## src/hdl/bids_pkg.sv

```systemverilog
// Purpose: Shared constants and types for the jump / increment / decrement executor
// Assumes: 8-bit data, 7-bit file address, 13-bit program counter
// Notes: Opcodes are internal decoded operation codes, not instruction encodings
package bids_pkg;
    localparam int DATA_W = 8;
    localparam int FADDR_W = 7;
    localparam int PC_W = 13;
    localparam int LIT_W = 11;
    localparam int LATCH_W = 8;
    localparam int LATCH_LO = 3;
    localparam int LATCH_HI = 4;
    localparam logic [7:0] ONE = 8'h01;
    localparam logic [7:0] ZERO = 8'h00;
    localparam logic [12:0] PC_RESET = 13'h0000;

    typedef enum logic [2:0] {
        BIDS_OP_NONE = 3'b000,
        BIDS_OP_JUMP = 3'b001,
        BIDS_OP_DEC = 3'b010,
        BIDS_OP_INC = 3'b011,
        BIDS_OP_DEC_SKIP = 3'b100,
        BIDS_OP_INC_SKIP = 3'b101
    } bids_op_e;

    typedef enum logic [1:0] {
        BIDS_ST_EXEC = 2'b00,
        BIDS_ST_FLUSH = 2'b01
    } bids_state_e;
endpackage

```

## src/hdl/bids_alu_if.sv

```systemverilog
// Purpose: Carrier between the executor and its arithmetic unit
// Assumes: Single clock domain
// Notes: Combinational path only
`timescale 1ns/1ps
interface bids_alu_if;
    logic [7:0] operand;
    logic decrement;
    logic [7:0] result;
    logic is_zero;
    modport ctrl (output operand, output decrement, input result, input is_zero);
    modport alu (input operand, input decrement, output result, output is_zero);
endinterface

```

## src/hdl/bids_alu.sv

```systemverilog
// Purpose: Increment or decrement by one, modulo 256, with zero detect
// Assumes: Operand already read from the file register
// Notes: Carry is discarded on purpose
`timescale 1ns/1ps
module bids_alu (
    bids_alu_if.alu port_a
);
    logic [bids_pkg::DATA_W:0] sum;
    always_comb begin
        if (port_a.decrement) begin
            sum = {1'b0, port_a.operand} - {1'b0, bids_pkg::ONE};
        end else begin
            sum = {1'b0, port_a.operand} + {1'b0, bids_pkg::ONE};
        end
    end
    assign port_a.result = sum[bids_pkg::DATA_W-1:0];
    assign port_a.is_zero = (sum[bids_pkg::DATA_W-1:0] == bids_pkg::ZERO);
endmodule

```

## src/hdl/bids_exec.sv

```systemverilog
// Purpose: Executes absolute jump, increment, decrement and their skip-on-zero forms
// Assumes: One i_issue pulse per instruction cycle from the fetch unit; file data is
//          presented combinationally with the issue
// Notes: A skip or jump squashes the next issued instruction (flush cycle)
//
// How it works
// - Jump loads the 11-bit literal into program counter bits 10 to 0.
// - Jump fills counter bits 12 and 11 from upper latch bits 4 and 3.
// - Jump takes two instruction cycles and leaves all flags unchanged.
// - Decrement stores file minus one to working or file register, updates zero.
// - Increment stores file plus one to working or file register, updates zero.
// - Decrement-skip stores result, keeps flags, no-operation replaces next if zero.
// - Increment-skip stores result, keeps flags, no-operation replaces next if zero.
// - Nonzero skip-form result lets the next instruction execute normally.
`timescale 1ns/1ps
module bids_exec #(
    parameter int DATA_W = bids_pkg::DATA_W
) (
    // Clock, reset and enable
    input wire logic i_clock,
    input wire logic i_rst,
    input wire logic i_enable,
    // Decoded instruction
    input wire logic i_issue,
    input wire bids_pkg::bids_op_e i_op,
    input wire logic [10:0] i_literal,
    input wire logic [6:0] i_file_addr,
    input wire logic i_dest_file,
    // Operand sources
    input wire logic [DATA_W-1:0] i_file_data,
    input wire logic [7:0] i_pc_upper_latch,
    // Program counter
    output logic o_pc_load,
    output logic [12:0] o_program_counter,
    output logic o_flush,
    // Results
    output logic o_file_we,
    output logic [6:0] o_file_addr,
    output logic [DATA_W-1:0] o_file_wdata,
    output logic o_work_we,
    output logic [DATA_W-1:0] o_work_wdata,
    output logic o_zero_we,
    output logic o_zero,
    output logic o_busy
);
    // Shared arithmetic unit for the four increment and decrement forms
    bids_alu_if alu_bus ();
    bids_alu u_alu (
        .port_a(alu_bus)
    );

    // Decoded instruction
    logic take;
    logic op_jump;
    logic op_arith;
    logic op_skip;
    logic op_dec;
    logic is_jump;
    logic do_arith;
    logic skip_next;
    logic [DATA_W-1:0] result_ext;

    // Sequencer
    bids_pkg::bids_state_e state;
    bids_pkg::bids_state_e next_state;

    // Program counter load
    logic next_pc_load;
    logic [bids_pkg::PC_W-1:0] next_pc;

    // File register write port
    logic next_file_we;
    logic [bids_pkg::FADDR_W-1:0] next_file_addr;
    logic [DATA_W-1:0] next_file_wdata;

    // Working register write port
    logic next_work_we;
    logic [DATA_W-1:0] next_work_wdata;

    // Zero flag update
    logic next_zero_we;
    logic next_zero;

    // Nothing is taken in the squash cycle, so a dropped instruction has no side effects
    assign take = i_issue && (state == bids_pkg::BIDS_ST_EXEC);

    always_comb begin
        op_jump = 1'b0;
        op_arith = 1'b0;
        op_skip = 1'b0;
        op_dec = 1'b0;
        case (i_op)
            bids_pkg::BIDS_OP_JUMP: begin
                op_jump = 1'b1;
            end
            bids_pkg::BIDS_OP_DEC: begin
                op_arith = 1'b1;
                op_dec = 1'b1;
            end
            bids_pkg::BIDS_OP_INC: begin
                op_arith = 1'b1;
            end
            bids_pkg::BIDS_OP_DEC_SKIP: begin
                op_arith = 1'b1;
                op_skip = 1'b1;
                op_dec = 1'b1;
            end
            bids_pkg::BIDS_OP_INC_SKIP: begin
                op_arith = 1'b1;
                op_skip = 1'b1;
            end
            default: begin
                // No-operation and unused codes change nothing
                op_arith = 1'b0;
            end
        endcase
    end

    assign is_jump = take && op_jump;
    assign do_arith = take && op_arith;
    assign alu_bus.operand = i_file_data[bids_pkg::DATA_W-1:0];
    assign alu_bus.decrement = op_dec;
    // Carry out of the unit is dropped, so both directions wrap at 256
    assign result_ext = DATA_W'(alu_bus.result);
    assign skip_next = do_arith && op_skip && alu_bus.is_zero;

    always_comb begin
        next_state = state;
        case (state)
            bids_pkg::BIDS_ST_FLUSH: begin
                // The instruction issued now is discarded; wait here until one arrives
                if (i_issue) begin
                    next_state = bids_pkg::BIDS_ST_EXEC;
                end
            end
            bids_pkg::BIDS_ST_EXEC: begin
                if (is_jump) begin
                    next_state = bids_pkg::BIDS_ST_FLUSH;
                end else if (skip_next) begin
                    next_state = bids_pkg::BIDS_ST_FLUSH;
                end else begin
                    next_state = bids_pkg::BIDS_ST_EXEC;
                end
            end
            default: begin
                next_state = bids_pkg::BIDS_ST_EXEC;
            end
        endcase
    end

    always_ff @(posedge i_clock or posedge i_rst) begin
        if (i_rst) begin
            state <= bids_pkg::BIDS_ST_EXEC;
        end else if (i_enable) begin
            state <= next_state;
        end
    end

    always_comb begin
        next_pc_load = 1'b0;
        next_pc = o_program_counter;
        if (is_jump) begin
            next_pc_load = 1'b1;
            next_pc[bids_pkg::LIT_W-1:0] = i_literal;
            next_pc[bids_pkg::PC_W-1:bids_pkg::LIT_W] =
                i_pc_upper_latch[bids_pkg::LATCH_HI:bids_pkg::LATCH_LO];
        end
    end

    always_ff @(posedge i_clock or posedge i_rst) begin
        if (i_rst) begin
            o_pc_load <= 1'b0;
            o_program_counter <= bids_pkg::PC_RESET;
        end else if (i_enable) begin
            o_pc_load <= next_pc_load;
            o_program_counter <= next_pc;
        end
    end

    always_comb begin
        next_file_we = 1'b0;
        next_file_addr = o_file_addr;
        next_file_wdata = o_file_wdata;
        if (do_arith) begin
            // Address and data follow every arithmetic form; only the strobe picks the target
            next_file_addr = i_file_addr;
            next_file_wdata = result_ext;
            next_file_we = i_dest_file;
        end
    end

    always_ff @(posedge i_clock or posedge i_rst) begin
        if (i_rst) begin
            o_file_we <= 1'b0;
            o_file_addr <= '0;
            o_file_wdata <= '0;
        end else if (i_enable) begin
            o_file_we <= next_file_we;
            o_file_addr <= next_file_addr;
            o_file_wdata <= next_file_wdata;
        end
    end

    always_comb begin
        next_work_we = 1'b0;
        next_work_wdata = o_work_wdata;
        if (do_arith) begin
            next_work_wdata = result_ext;
            next_work_we = !i_dest_file;
        end
    end

    always_ff @(posedge i_clock or posedge i_rst) begin
        if (i_rst) begin
            o_work_we <= 1'b0;
            o_work_wdata <= '0;
        end else if (i_enable) begin
            o_work_we <= next_work_we;
            o_work_wdata <= next_work_wdata;
        end
    end

    always_comb begin
        next_zero_we = 1'b0;
        next_zero = o_zero;
        // Skip forms and the jump leave the flag alone
        if (do_arith && !op_skip) begin
            next_zero_we = 1'b1;
            next_zero = alu_bus.is_zero;
        end
    end

    always_ff @(posedge i_clock or posedge i_rst) begin
        if (i_rst) begin
            o_zero_we <= 1'b0;
            o_zero <= 1'b0;
        end else if (i_enable) begin
            o_zero_we <= next_zero_we;
            o_zero <= next_zero;
        end
    end

    // Squash marker tells fetch that the instruction issued now is dropped
    assign o_flush = (state == bids_pkg::BIDS_ST_FLUSH);
    // Busy is the squash marker itself, held until the instruction to be dropped is issued
    assign o_busy = o_flush;
endmodule

```

## config.mk

```make
export PLATFORM = sky130hd
export DESIGN_NAME = bids_exec
export DESIGN_NICKNAME = d
export VERILOG_FILES = /design/src/hdl/bids_pkg.sv /design/src/hdl/bids_alu_if.sv /design/src/hdl/bids_alu.sv /design/src/hdl/bids_exec.sv
export SDC_FILE = /design/constraint.sdc
export NUM_CORES = 1
export LEC_CHECK = 0
export BUFFER_PORTS_ARGS = -buffer_cell sky130_fd_sc_hd__buf_4
export CAP_MARGIN = 5
export CORE_UTILIZATION = 49
export CTS_CLUSTER_SIZE = 20
export DETAILED_ROUTE_END_ITERATION = 6
export GPL_ROUTABILITY_DRIVEN = 1
export PLACE_DENSITY = 0.84
export SLEW_MARGIN = 0
export SYNTH_ARGS = -nofsm -noshare
export SYNTH_HDL_FRONTEND = slang
export SYNTH_SLANG_ARGS = --single-unit
```

## constraint.sdc

```tcl
create_clock -name i_clock -period 4.31 [get_ports i_clock]
set_input_delay 0.862 -clock i_clock [delete_from_list [all_inputs] [get_ports i_clock]]
set_output_delay 0.862 -clock i_clock [all_outputs]
set_load 0.02 [all_outputs]
```

==> impl_metrics.tcl, run 1 <==
set metrics [dict create \
    grt_pass1_wl_um 5570 \
    ys_seq_area_frac 0.486 \
    route.met2.wl_um 1820 \
    dp_slack_ns 0.899 \
    grt_pass1_vias 1327 \
    ys.warnings.count 0 \
    synth_edf_count 0 \
    die_y_um 61.8 \
    yosysMostFrequentCell "nand2_1" \
    fmax_mhz 326 \
    startpoint_type "input pin" \
    die_x_um 61.8 \
    crit_fanout 7 \
    place_inst 281 \
    fin_nets 292 \
    grt.total_usage 0.202 \
    period_needed_ns 3.06 \
    clkLatencyLatePin_ns 0.32 \
    synth_area_leader_cell "dfrtp_1" \
    clock_skew_ns 0.00768 \
    dr.pass1.iters 4 \
    io-pin-count 85 \
    n_antenna_cell 0 \
    run_status "finished, final reports clean" \
    vias 1465 \
    synth.distinct_cells 40 \
    synth.net_count 218 \
    root_buffer "clkbuf_4" \
    syn_area_per_cell_um2 10.4 \
    hold_class "reg2reg" \
    async_reset_ff_frac 1.00 \
    grt_setup_unrepaired "false" \
    viasPerCell 5.07 \
    maxSlewViolCount 0 \
    utilization 0.707 \
    crit_type "in2reg" \
    fillers 274 \
    initial_core_util 0.517 \
    critPathSlowestCell "nor2_1" \
    synthFlopType "dfrtp_1" \
    core_um2 3390 \
    p_per_area_nw_per_um2 446 \
    seq_area_um2 851 \
    detail-route-antenna-nets 0 \
    synth_commonest_cells "nand2_1 (39), dfrtp_1 (34), mux2_2 (14)" \
    worstPathRequired_ns 4.55 \
    fin_crit_sh 0.711 \
    wl_per_cell_um 12.6 \
    fin_setup_tns_ns 0 \
    cts.sinks 34 \
    area_growth_pct 36.9 \
    cts_buffers 5 \
    cp_num_buf_inv 1 \
    ir_drop_mv 0.197 \
    wirelength_um 3630 \
    wl_met3_um 219 \
    rows 21 \
    p_total_uw 1070 \
    drive_above_1_share 0.436 \
    synth_cells 168 \
    synth_area_um2 1750 \
    ys_ff_latch 34 \
    post_cts_buffers 0 \
    worst_slew_pin_slew_ns 0.713 \
    final.setup.worst_slack_ns 1.25 \
    setup_viol 0 \
    clk_pin_slew_ns 0.10 \
    endpoint_kind "flop" \
    slew_headroom 0.518 \
    antenna_found_initial 0 \
    wl_met1_um 1530 \
    cts_tree "built" \
    cap_violations 0 \
    post_cts_resized 0 \
    hpwl_um 2790 \
    multi_input_area_um2 795 \
    gp_congestion 0.834 \
    drc 0 \
    p_leak_uw 0.00122 \
    port_buffers 78 \
    crit_arrival_ns 3.31 \
    hold_buffers 0 \
    htreeDepth 2 \
    crit_chain "buf_4 -> xnor2_1 -> nor2_1 -> ha_1 -> and3_4 -> or3_4 -> a221oi_2 -> o211ai_1 -> o31ai_2" \
    final_cell_count_no_fill 289 \
    clock_path_buffers 2 \
    die-area_um2 3820 \
    critPathMaxStageDelay_ns 0.49 \
    grt_overflow 0 \
    drtIter0Drc 62 \
    synthTopCellsByArea "dfrtp_1 (49%), mux2_2 (9.0%), nand2_1 (8.4%), ha_1 (5.0%), buf_4 (3.9%)" \
    yosysTopAreaCellShare 0.486 \
    top_layer_used "met4" \
    grt_max_degree 35 \
    finalHoldViolCount 0 \
    path_delay_family "simple AND/OR/NAND/NOR gates" \
]
==> final cells by class <==
type	count	area share
inverter	7	0.0110
sequential	34	0.355
timing repair buffer	79	0.247
multi-input combinational	115	0.331
clock buffer	7	0.0188
clock inverter	1	0.0125
tap	46	0.0240
==> kinds of logic (layout without fill, tap and decap cells) <==
kind of cell | count (synthesis) | in the layout | share of synthesized area
adder cells (fa/ha/maj) | 8 | 8 | 0.0614
flip-flops | 34 | 34 | 0.486
multiplexers | 14 | 14 | 0.0900
buffers and inverters | 19 | 94 | 0.0607
XOR/XNOR | 2 | 2 | 0.0100
AND/OR/NAND/NOR | 60 | 60 | 0.172
AO/OA/AOI/OAI | 31 | 31 | 0.120
==> per-layer routing <==
| metal | global-route usage | vias to the layer above |
|---|---|---|
| li1 | - | 732 |
| met1 | 0.239 | 677 |
| met2 | 0.355 | 49 |
| met3 | 0.0393 | 7 |
| met4 | 0.0952 | 0 |
| met5 | 0 | - |
==> final timing paths <==
path	startpoint	to	slack [ns]	cells past startpoint
worst max-delay path	i_op[2]	state[0]	1.25	9
worst min-delay path	o_file_addr[2]	o_file_addr[2]	0.48	2
worst max register to register	state[0]	o_program_counter[4]	2.49	3
worst min register to register	o_file_addr[2]	o_file_addr[2]	0.48	2
max in group asynchronous	i_rst	o_work_wdata[5]	3.39	3
min in group asynchronous	i_rst	o_program_counter[12]	0.61	3
==> layout by cell type (no fill, tap or decap), drive strengths merged, types with 2 or more instances in the layout <==
master	count
and3	2
xnor2	2
nand2	39
clkbuf	7
nand3b	2
a21oi	4
o31ai	2
o21ai	13
mux2	14
nand2b	2
or3	4
buf	79
a21o	2
inv	7
dfrtp	34
ha	7
nor3	4
and4	2
==> registers in the layout, summed over array words and instances, names as in the netlist <==
register	flops
o_file_addr	7
o_file_we	1
o_pc_load	1
o_program_counter	13
o_work_wdata	8
o_work_we	1
o_zero	1
o_zero_we	1
state	1
==> worst min-delay path: cells and delay by family (launching register included) <==
family / cells / cell delay [ns]
flip-flops: 1 / 0.35
AND/OR/NAND/NOR: 2 / 0.11
==> where the power goes <==
part / internal [µW] / switching [µW]
logic: 196 / 227
registers: 385 / 40.8
clock network: 123 / 97.7
==> stage by stage <==
step / area [µm²] / hold WS (ns)
detailed placement: 2320 / 0.466
global placement: 2320 / 0.460
global route: 2400 / 0.499
CTS: 2400 / 0.487
floorplan: 1750 / 0.580
finish: 2400 / 0.485
Power figures use the tool's default switching activity.
==> run 2: changes to the inputs <==
--- a/config.mk
+++ b/config.mk
@@ -5,13 +5,14 @@
 export SDC_FILE = /design/constraint.sdc
 export NUM_CORES = 1
 export LEC_CHECK = 0
+export ABC_AREA = 1
 export BUFFER_PORTS_ARGS = -buffer_cell sky130_fd_sc_hd__buf_4
 export CAP_MARGIN = 5
-export CORE_UTILIZATION = 49
+export CORE_UTILIZATION = 47
 export CTS_CLUSTER_SIZE = 20
 export DETAILED_ROUTE_END_ITERATION = 6
 export GPL_ROUTABILITY_DRIVEN = 1
-export PLACE_DENSITY = 0.84
+export PLACE_DENSITY = 0.8
 export SLEW_MARGIN = 0
 export SYNTH_ARGS = -nofsm -noshare
 export SYNTH_HDL_FRONTEND = slang
==> constraint.sdc (replaced) <==
create_clock -name i_clock -period 2.9 [get_ports i_clock]
set_input_delay 0.58 -clock i_clock [delete_from_list [all_inputs] [get_ports i_clock]]
set_output_delay 0.58 -clock i_clock [all_outputs]
set_load 0.02 [all_outputs]
==> run 2 against run 1 <==
Final cell count grew 16%. Critical path depth rose by 9. First-iteration DRC count rose by 13%. Die area rose by 11%. Sequential power up 49%. Sequential share of layout area shrank 1.7 points. Wire length is 4.7% higher. Non-clock buffer count stayed put. Sequential cell count unchanged. Worst setup slack got worse by 0.59 ns. Count of clock-buffer cells in the layout decreased by 1. Critical path type unchanged. Critical endpoint unchanged.
==> impl_metrics.tcl, run 2 <==
set metrics [dict create \
    final_cell_mix "buf_4 (79), nand2_1 (75), dfrtp_1 (34)" \
    clk_pin_slew_ns 0.06 \
    p_per_area_nw_per_um2 647 \
    grt_pass1_vias 1515 \
    die-area_um2 4230 \
    hpwl_um 3010 \
    startpoint_type "input pin" \
    cts_tree "built" \
    async_reset_ff_frac 1.00 \
    final_common_cell "buf_4" \
    cap_violations 0 \
    fin_nets 337 \
    period_needed_ns 2.24 \
    fin_setup_tns_ns 0 \
    ys.warnings.count 0 \
    grt_pass1_wl_um 6380 \
    ys_ff_latch 34 \
    grt_setup_unrepaired "false" \
    post_cts_buffers 0 \
    cts.sinks 34 \
    synth_simple_gate_area_frac 0.242 \
    synth_area_um2 1870 \
    synthFlopType "dfrtp_1" \
    finalHoldViolCount 0 \
    fmax_mhz 446 \
    dp_slack_ns 0.373 \
    area_growth_pct 34.8 \
    synth_commonest_cells "nand2_1 (75), dfrtp_1 (34), inv_1 (21)" \
    synthTopCellsByArea "dfrtp_1 (46%), nand2_1 (15%), mux2_4 (7.2%), ha_1 (4.7%), inv_1 (4.2%)" \
    final.setup.worst_slack_ns 0.657 \
    post_cts_resized 0 \
    synth.net_count 263 \
    run_status "finished, final reports clean" \
    cts_buffers 5 \
    crit_fanout 7 \
    n_antenna_cell 0 \
    die_x_um 65.0 \
    clock_skew_ns 0.00610 \
    synth_cells 213 \
    fin_crit_sh 0.773 \
    hold_buffers 0 \
    synthMuxAreaShare 0.0965 \
    endpoint_kind "flop" \
    holdWs_ns 0.480 \
    syn_area_per_cell_um2 8.77 \
    crit_arrival_ns 2.46 \
    core_um2 3740 \
    top_regs "o_program_counter x13, o_work_wdata x8, o_file_addr x7" \
    rows 22 \
    p_leak_uw 0.00145 \
    drtIter0Drc 70 \
    dr.pass1.iters 4 \
    die_y_um 65.0 \
    clkLatencyLatePin_ns 0.28 \
    crit_type "in2reg" \
    io-pin-count 85 \
    root_buffer "clkbuf_8" \
    grt.total_usage 0.197 \
    regMostFlops "o_program_counter" \
    htreeDepth 2 \
    initial_core_util 0.499 \
    clock_path_buffers 2 \
    yosys.area_share.adder 0.0576 \
    slew_headroom 0.411 \
    grt_max_degree 25 \
    synth_area_leader_cell "dfrtp_1" \
    viasPerCell 4.70 \
    largest_reg_flops 13 \
    port_buffers 78 \
    yosysMostFrequentCell "nand2_1" \
    synth_xor_area_frac 0.00469 \
    grt_overflow 0 \
    antenna_found_initial 0 \
    wirelength_um 3800 \
    gp_congestion 0.798 \
    setup_viol 0 \
    drive_above_1_share 0.392 \
    wl_per_cell_um 11.3 \
    vias 1580 \
    synth_compound_area_frac 0.0429 \
    utilization 0.673 \
    yosysTopAreaCellShare 0.455 \
    p_total_uw 1630 \
    worstPathRequired_ns 3.11 \
    synth_edf_count 0 \
    maxSlewViolCount 0 \
    worst_slew_pin_slew_ns 0.882 \
    hold_class "reg2reg" \
    ir_drop_mv 0.265 \
    drc 0 \
    detail-route-antenna-nets 0 \
    synth_top_family_by_area "simple AND/OR/NAND/NOR gates" \
    ys_seq_area_frac 0.455 \
    synth.distinct_cells 25 \
]
-- run 2: changes by cell type after synthesis, sizes merged, moves of 3 or more --
cell,previous run,this run
a31oi,0,3
inv,7,24
nand2,39,78
nand3,0,12
nor2,1,15
nor3,4,1
o21ai,13,6
or3,4,0
-- run 2: cell families after synthesis --
kind of cell / after synthesis
AO/OA/AOI/OAI: 13
multiplexers: 13
buffers and inverters: 36
adder cells (fa/ha/maj): 8
XOR/XNOR: 1
flip-flops: 34
AND/OR/NAND/NOR: 108
-- run 2: metal layers --
metal / global-route usage / vias to the layer above / routed length, µm
met3: 0.0282 / 7 / 183
met4: 0.0788 / 0 / 86
met2: 0.355 / 51 / 1860
met5: 0 / - / 0
li1: - / 810 / -
met1: 0.232 / 712 / 1680
-- run 2: path summary, 6_finish.rpt --
check                               start              endpoint  depth (start not counted)  slack (ns)
min in group asynchronous           i_rst                o_zero                          2        0.50
max in group asynchronous           i_rst  o_program_counter[2]                          3        1.72
hold / removal             o_file_addr[4]        o_file_addr[4]                          2        0.48
hold reg to reg            o_file_addr[4]        o_file_addr[4]                          2        0.48
setup reg to reg                 state[0]       o_work_wdata[5]                          7        1.24
setup / recovery                  i_op[0]              state[0]                         18        0.66
-- run 2: final cells by class --
class                   instances  area [µm²]
flip-flops and latches         34         851
well taps                      48        60.1
multi-input cells             143         830
clock buffers                   6        82.6
fillers                       287        1220
repair buffers                 79         593
clock inverters                 2        12.5
inverters                      24        90.1
-- run 2: report_power, final --
group	internal, µW	switching (µW)	leakage, µW
combinational	299	346	0.000981
clock	191	161	0.0000472
sequential	571	63.2	0.000424
-- run 2: worst max-delay path: stages --
cell	delay [ns]
buf_4	0.11
inv_1	0.07
nand2_1	0.07
nand2_2	0.08
nand2_2	0.07
inv_1	0.22
ha_1	0.34
a21oi_1	0.18
nand2_1	0.10
nand2_1	0.09
nand2_1	0.05
nand2_1	0.08
nand2_1	0.06
nor2_2	0.11
nand3_1	0.08
nand2_1	0.07
nand2_1	0.04
nand2_1	0.05
-- run 2: metrics by stage --
stage	cells	cell area [µm²]
finish	336	2520
global route	336	2520
CTS	336	2520
detailed placement	328	2420
global placement	328	2420
floorplan	213	1870
==> run 3: changes to the inputs <==
--- a/config.mk
+++ b/config.mk
@@ -8,11 +8,11 @@
 export ABC_AREA = 1
 export BUFFER_PORTS_ARGS = -buffer_cell sky130_fd_sc_hd__buf_4
 export CAP_MARGIN = 5
-export CORE_UTILIZATION = 47
+export CORE_UTILIZATION = 42
 export CTS_CLUSTER_SIZE = 20
 export DETAILED_ROUTE_END_ITERATION = 6
 export GPL_ROUTABILITY_DRIVEN = 1
-export PLACE_DENSITY = 0.8
+export PLACE_DENSITY = 0.76
 export SLEW_MARGIN = 0
 export SYNTH_ARGS = -nofsm -noshare
 export SYNTH_HDL_FRONTEND = slang
==> constraint.sdc (replaced) <==
create_clock -name i_clock -period 2.05 [get_ports i_clock]
set_input_delay 0.41 -clock i_clock [delete_from_list [all_inputs] [get_ports i_clock]]
set_output_delay 0.41 -clock i_clock [all_outputs]
set_load 0.02 [all_outputs]
==> run 3 against run 2 <==
Combinational power increased by 54%. Critical path type unchanged. Register-to-register slack got worse by 0.63 ns. Clock skew about the same. Critical endpoint unchanged. Non-clock buffer count increased by 17. Count of clock-buffer cells in the layout unchanged. Via count increased by 2.6%. Cell area increased by 8.1%. Worst hold slack got worse by 0.25 ns. Sequential cell count unchanged.
==> impl_metrics.tcl, run 3 (synthesis results as in run 2) <==
set metrics [dict create \
    htreeDepth 2 \
    startpoint_type "input pin" \
    wl_per_cell_um 11.3 \
    crit_type "in2reg" \
    r2r_slack_ns 0.61 \
    cap_violations 0 \
    netSwitchingPower_uw 808 \
    clk_pin_slew_ns 0.06 \
    regMostFlops "o_program_counter" \
    crit_cells 15 \
    clkLatencyLatePin_ns 0.28 \
    p_per_area_nw_per_um2 866 \
    largest_reg_flops 13 \
    grt_max_degree 35 \
    fmax_mhz 527 \
    p_clk_frac 0.199 \
    worst_slew_pin_slew_ns 0.419 \
    root_buffer "clkbuf_8" \
    grt_pass1_vias 1407 \
    r2r-end "o_work_wdata[6]" \
    crit_chain "buf_4 -> o21ai_2 -> nand2_4 -> inv_8 -> ha_4 -> or2_4 -> nand2_1 -> nand2_1 -> nand2_1 -> nand3_1 -> nor2_2 -> nand3_1 -> nand2_1 -> nand2_1 -> nand2_1" \
    cts_buffers 5 \
    viasPerCell 4.59 \
    fin_crit_sh 0.925 \
    grt_overflow 0 \
    grt.total_usage 0.172 \
    holdWs_ns 0.228 \
    fin_nets 354 \
    fillers 355 \
    critPathSlowestCell "or2_4" \
    core_um2 4140 \
    drtIter0Drc 93 \
    die-area_um2 4720 \
    dr.pass1.iters 4 \
    gp_congestion 0.803 \
    initial_core_util 0.451 \
    worstPathRequired_ns 2.27 \
    crit_fanout 7 \
    rows 23 \
    power_frac_seq 0.379 \
    cts_tree "built" \
    endpoint_kind "flop" \
    n_antenna_cell 0 \
    reg2reg_depth 7 \
    sw_frac_of_total 0.343 \
    antenna_found_initial 0 \
    wirelength_um 4000 \
    area_growth_pct 45.7 \
    io-pin-count 85 \
    r2r-start "state[0]" \
    finalInstanceArea_um2 2720 \
    clock_skew_ns 0.00622 \
    placed_cell_area_um2 2550 \
    hold_class "in2async" \
    critPathMaxStageDelay_ns 0.24 \
    drive_above_1_share 0.455 \
    run_status "finished, final reports clean" \
    slew_headroom 0.721 \
    hpwl_um 3030 \
    crit_arrival_ns 2.12 \
    combPwrFrac 0.422 \
    final_common_cell "buf_4" \
    hold_buffers 0 \
    cp_num_buf_inv 2 \
    port_buffers 78 \
    die_x_um 68.7 \
    ir_drop_mv 0.293 \
    top_regs "o_program_counter x13, o_work_wdata x8, o_file_addr x7" \
    crit_path_frequent_cell "nand2_1" \
    maxSlewViolCount 0 \
    crit_path_start "i_op[0]" \
    period_needed_ns 1.90 \
    clock_path_buffers 2 \
    grt_pass1_wl_um 5900 \
    post_cts_buffers 0 \
    p_leak_uw 0.00153 \
    finalHoldViolCount 0 \
    setup_viol 0 \
    drc 0 \
    vias 1621 \
    crit_end "state[0]" \
    die_y_um 68.7 \
    final_cell_mix "buf_4 (96), nand2_1 (74), dfrtp_1 (34)" \
    p_int_uw 1550 \
    detail-route-antenna-nets 0 \
    cts.sinks 34 \
    path_delay_family "simple AND/OR/NAND/NOR gates" \
]
-- run 3: cell types whose count changed in the layout (fill, tap and decap cells not counted), sizes merged --
cell      previous run  this run
clkinv               1         0
clkinvlp             1         0
buf                 79        96
-- run 3: worst reg2reg max path: cells and delay by family (launching register included) --
kind,cells,cell delay (ns)
buf+inv,2,0.31
compound gates,2,0.26
simple gates,3,0.38
flops,1,0.43
-- run 3: metrics by stage --
| step | instances | total power, µW | util | TNS, ns | setup WS [ns] |
|---|---|---|---|---|---|
| global placement | 347 | 1850 | 0.616 | -0.489 | -0.242 |
| CTS | 353 | 2350 | 0.636 | 0 | 0.0982 |
| finish | 353 | 2360 | 0.657 | 0 | 0.154 |
| floorplan | 213 | 1480 | - | 0 | 0.0448 |
| detailed placement | 347 | 1870 | 0.616 | -0.801 | -0.299 |
| global route | 353 | 2510 | 0.657 | -0.0138 | -0.0138 |
-- run 3: repair_timing --
item	4_1_cts	5_1_grt
resized for setup	1	14
hold endpoints to repair	0	0
pin swaps	0	2
endpoints found under the setup margin	1	2
-- run 3: worst min path at each step --
stage	from	end	slack, ns	cells past startpoint
after floorplan	i_dest_file	o_work_we	0.52	1
after global placement	o_zero	o_zero	0.47	2
after detailed placement	o_zero	o_zero	0.47	2
after CTS	i_rst	o_work_wdata[7]	0.23	3
after global routing	i_rst	o_work_wdata[7]	0.26	3
final	i_rst	o_program_counter[3]	0.23	3
-- run 3: cell type report --
type,instances,area [µm²],share of cell area
sequential,34,851,0.313
timing repair buffer,96,721,0.265
tap,50,62.6,0.0230
multi-input combinational,143,908,0.334
clock buffer,6,82.6,0.0303
inverter,24,97.6,0.0358
-- run 3: per-layer routing --
metal	share of wire	vias to the layer above	track usage
met2	0.50	46	0.277
met1	0.42	734	0.205
met3	0.070	5	0.0559
met4	0.010	0	0.0867
met5	0	-	0
li1	-	836	-
-- run 3: power groups by stage --
stage / clock network (µW) / registers, µW / logic (µW)
finish: 469 / 894 / 995
global route: 515 / 913 / 1090
CTS: 484 / 895 / 972
detailed placement: 0 / 907 / 968
global placement: 0 / 898 / 955
floorplan: 0 / 1070 / 410
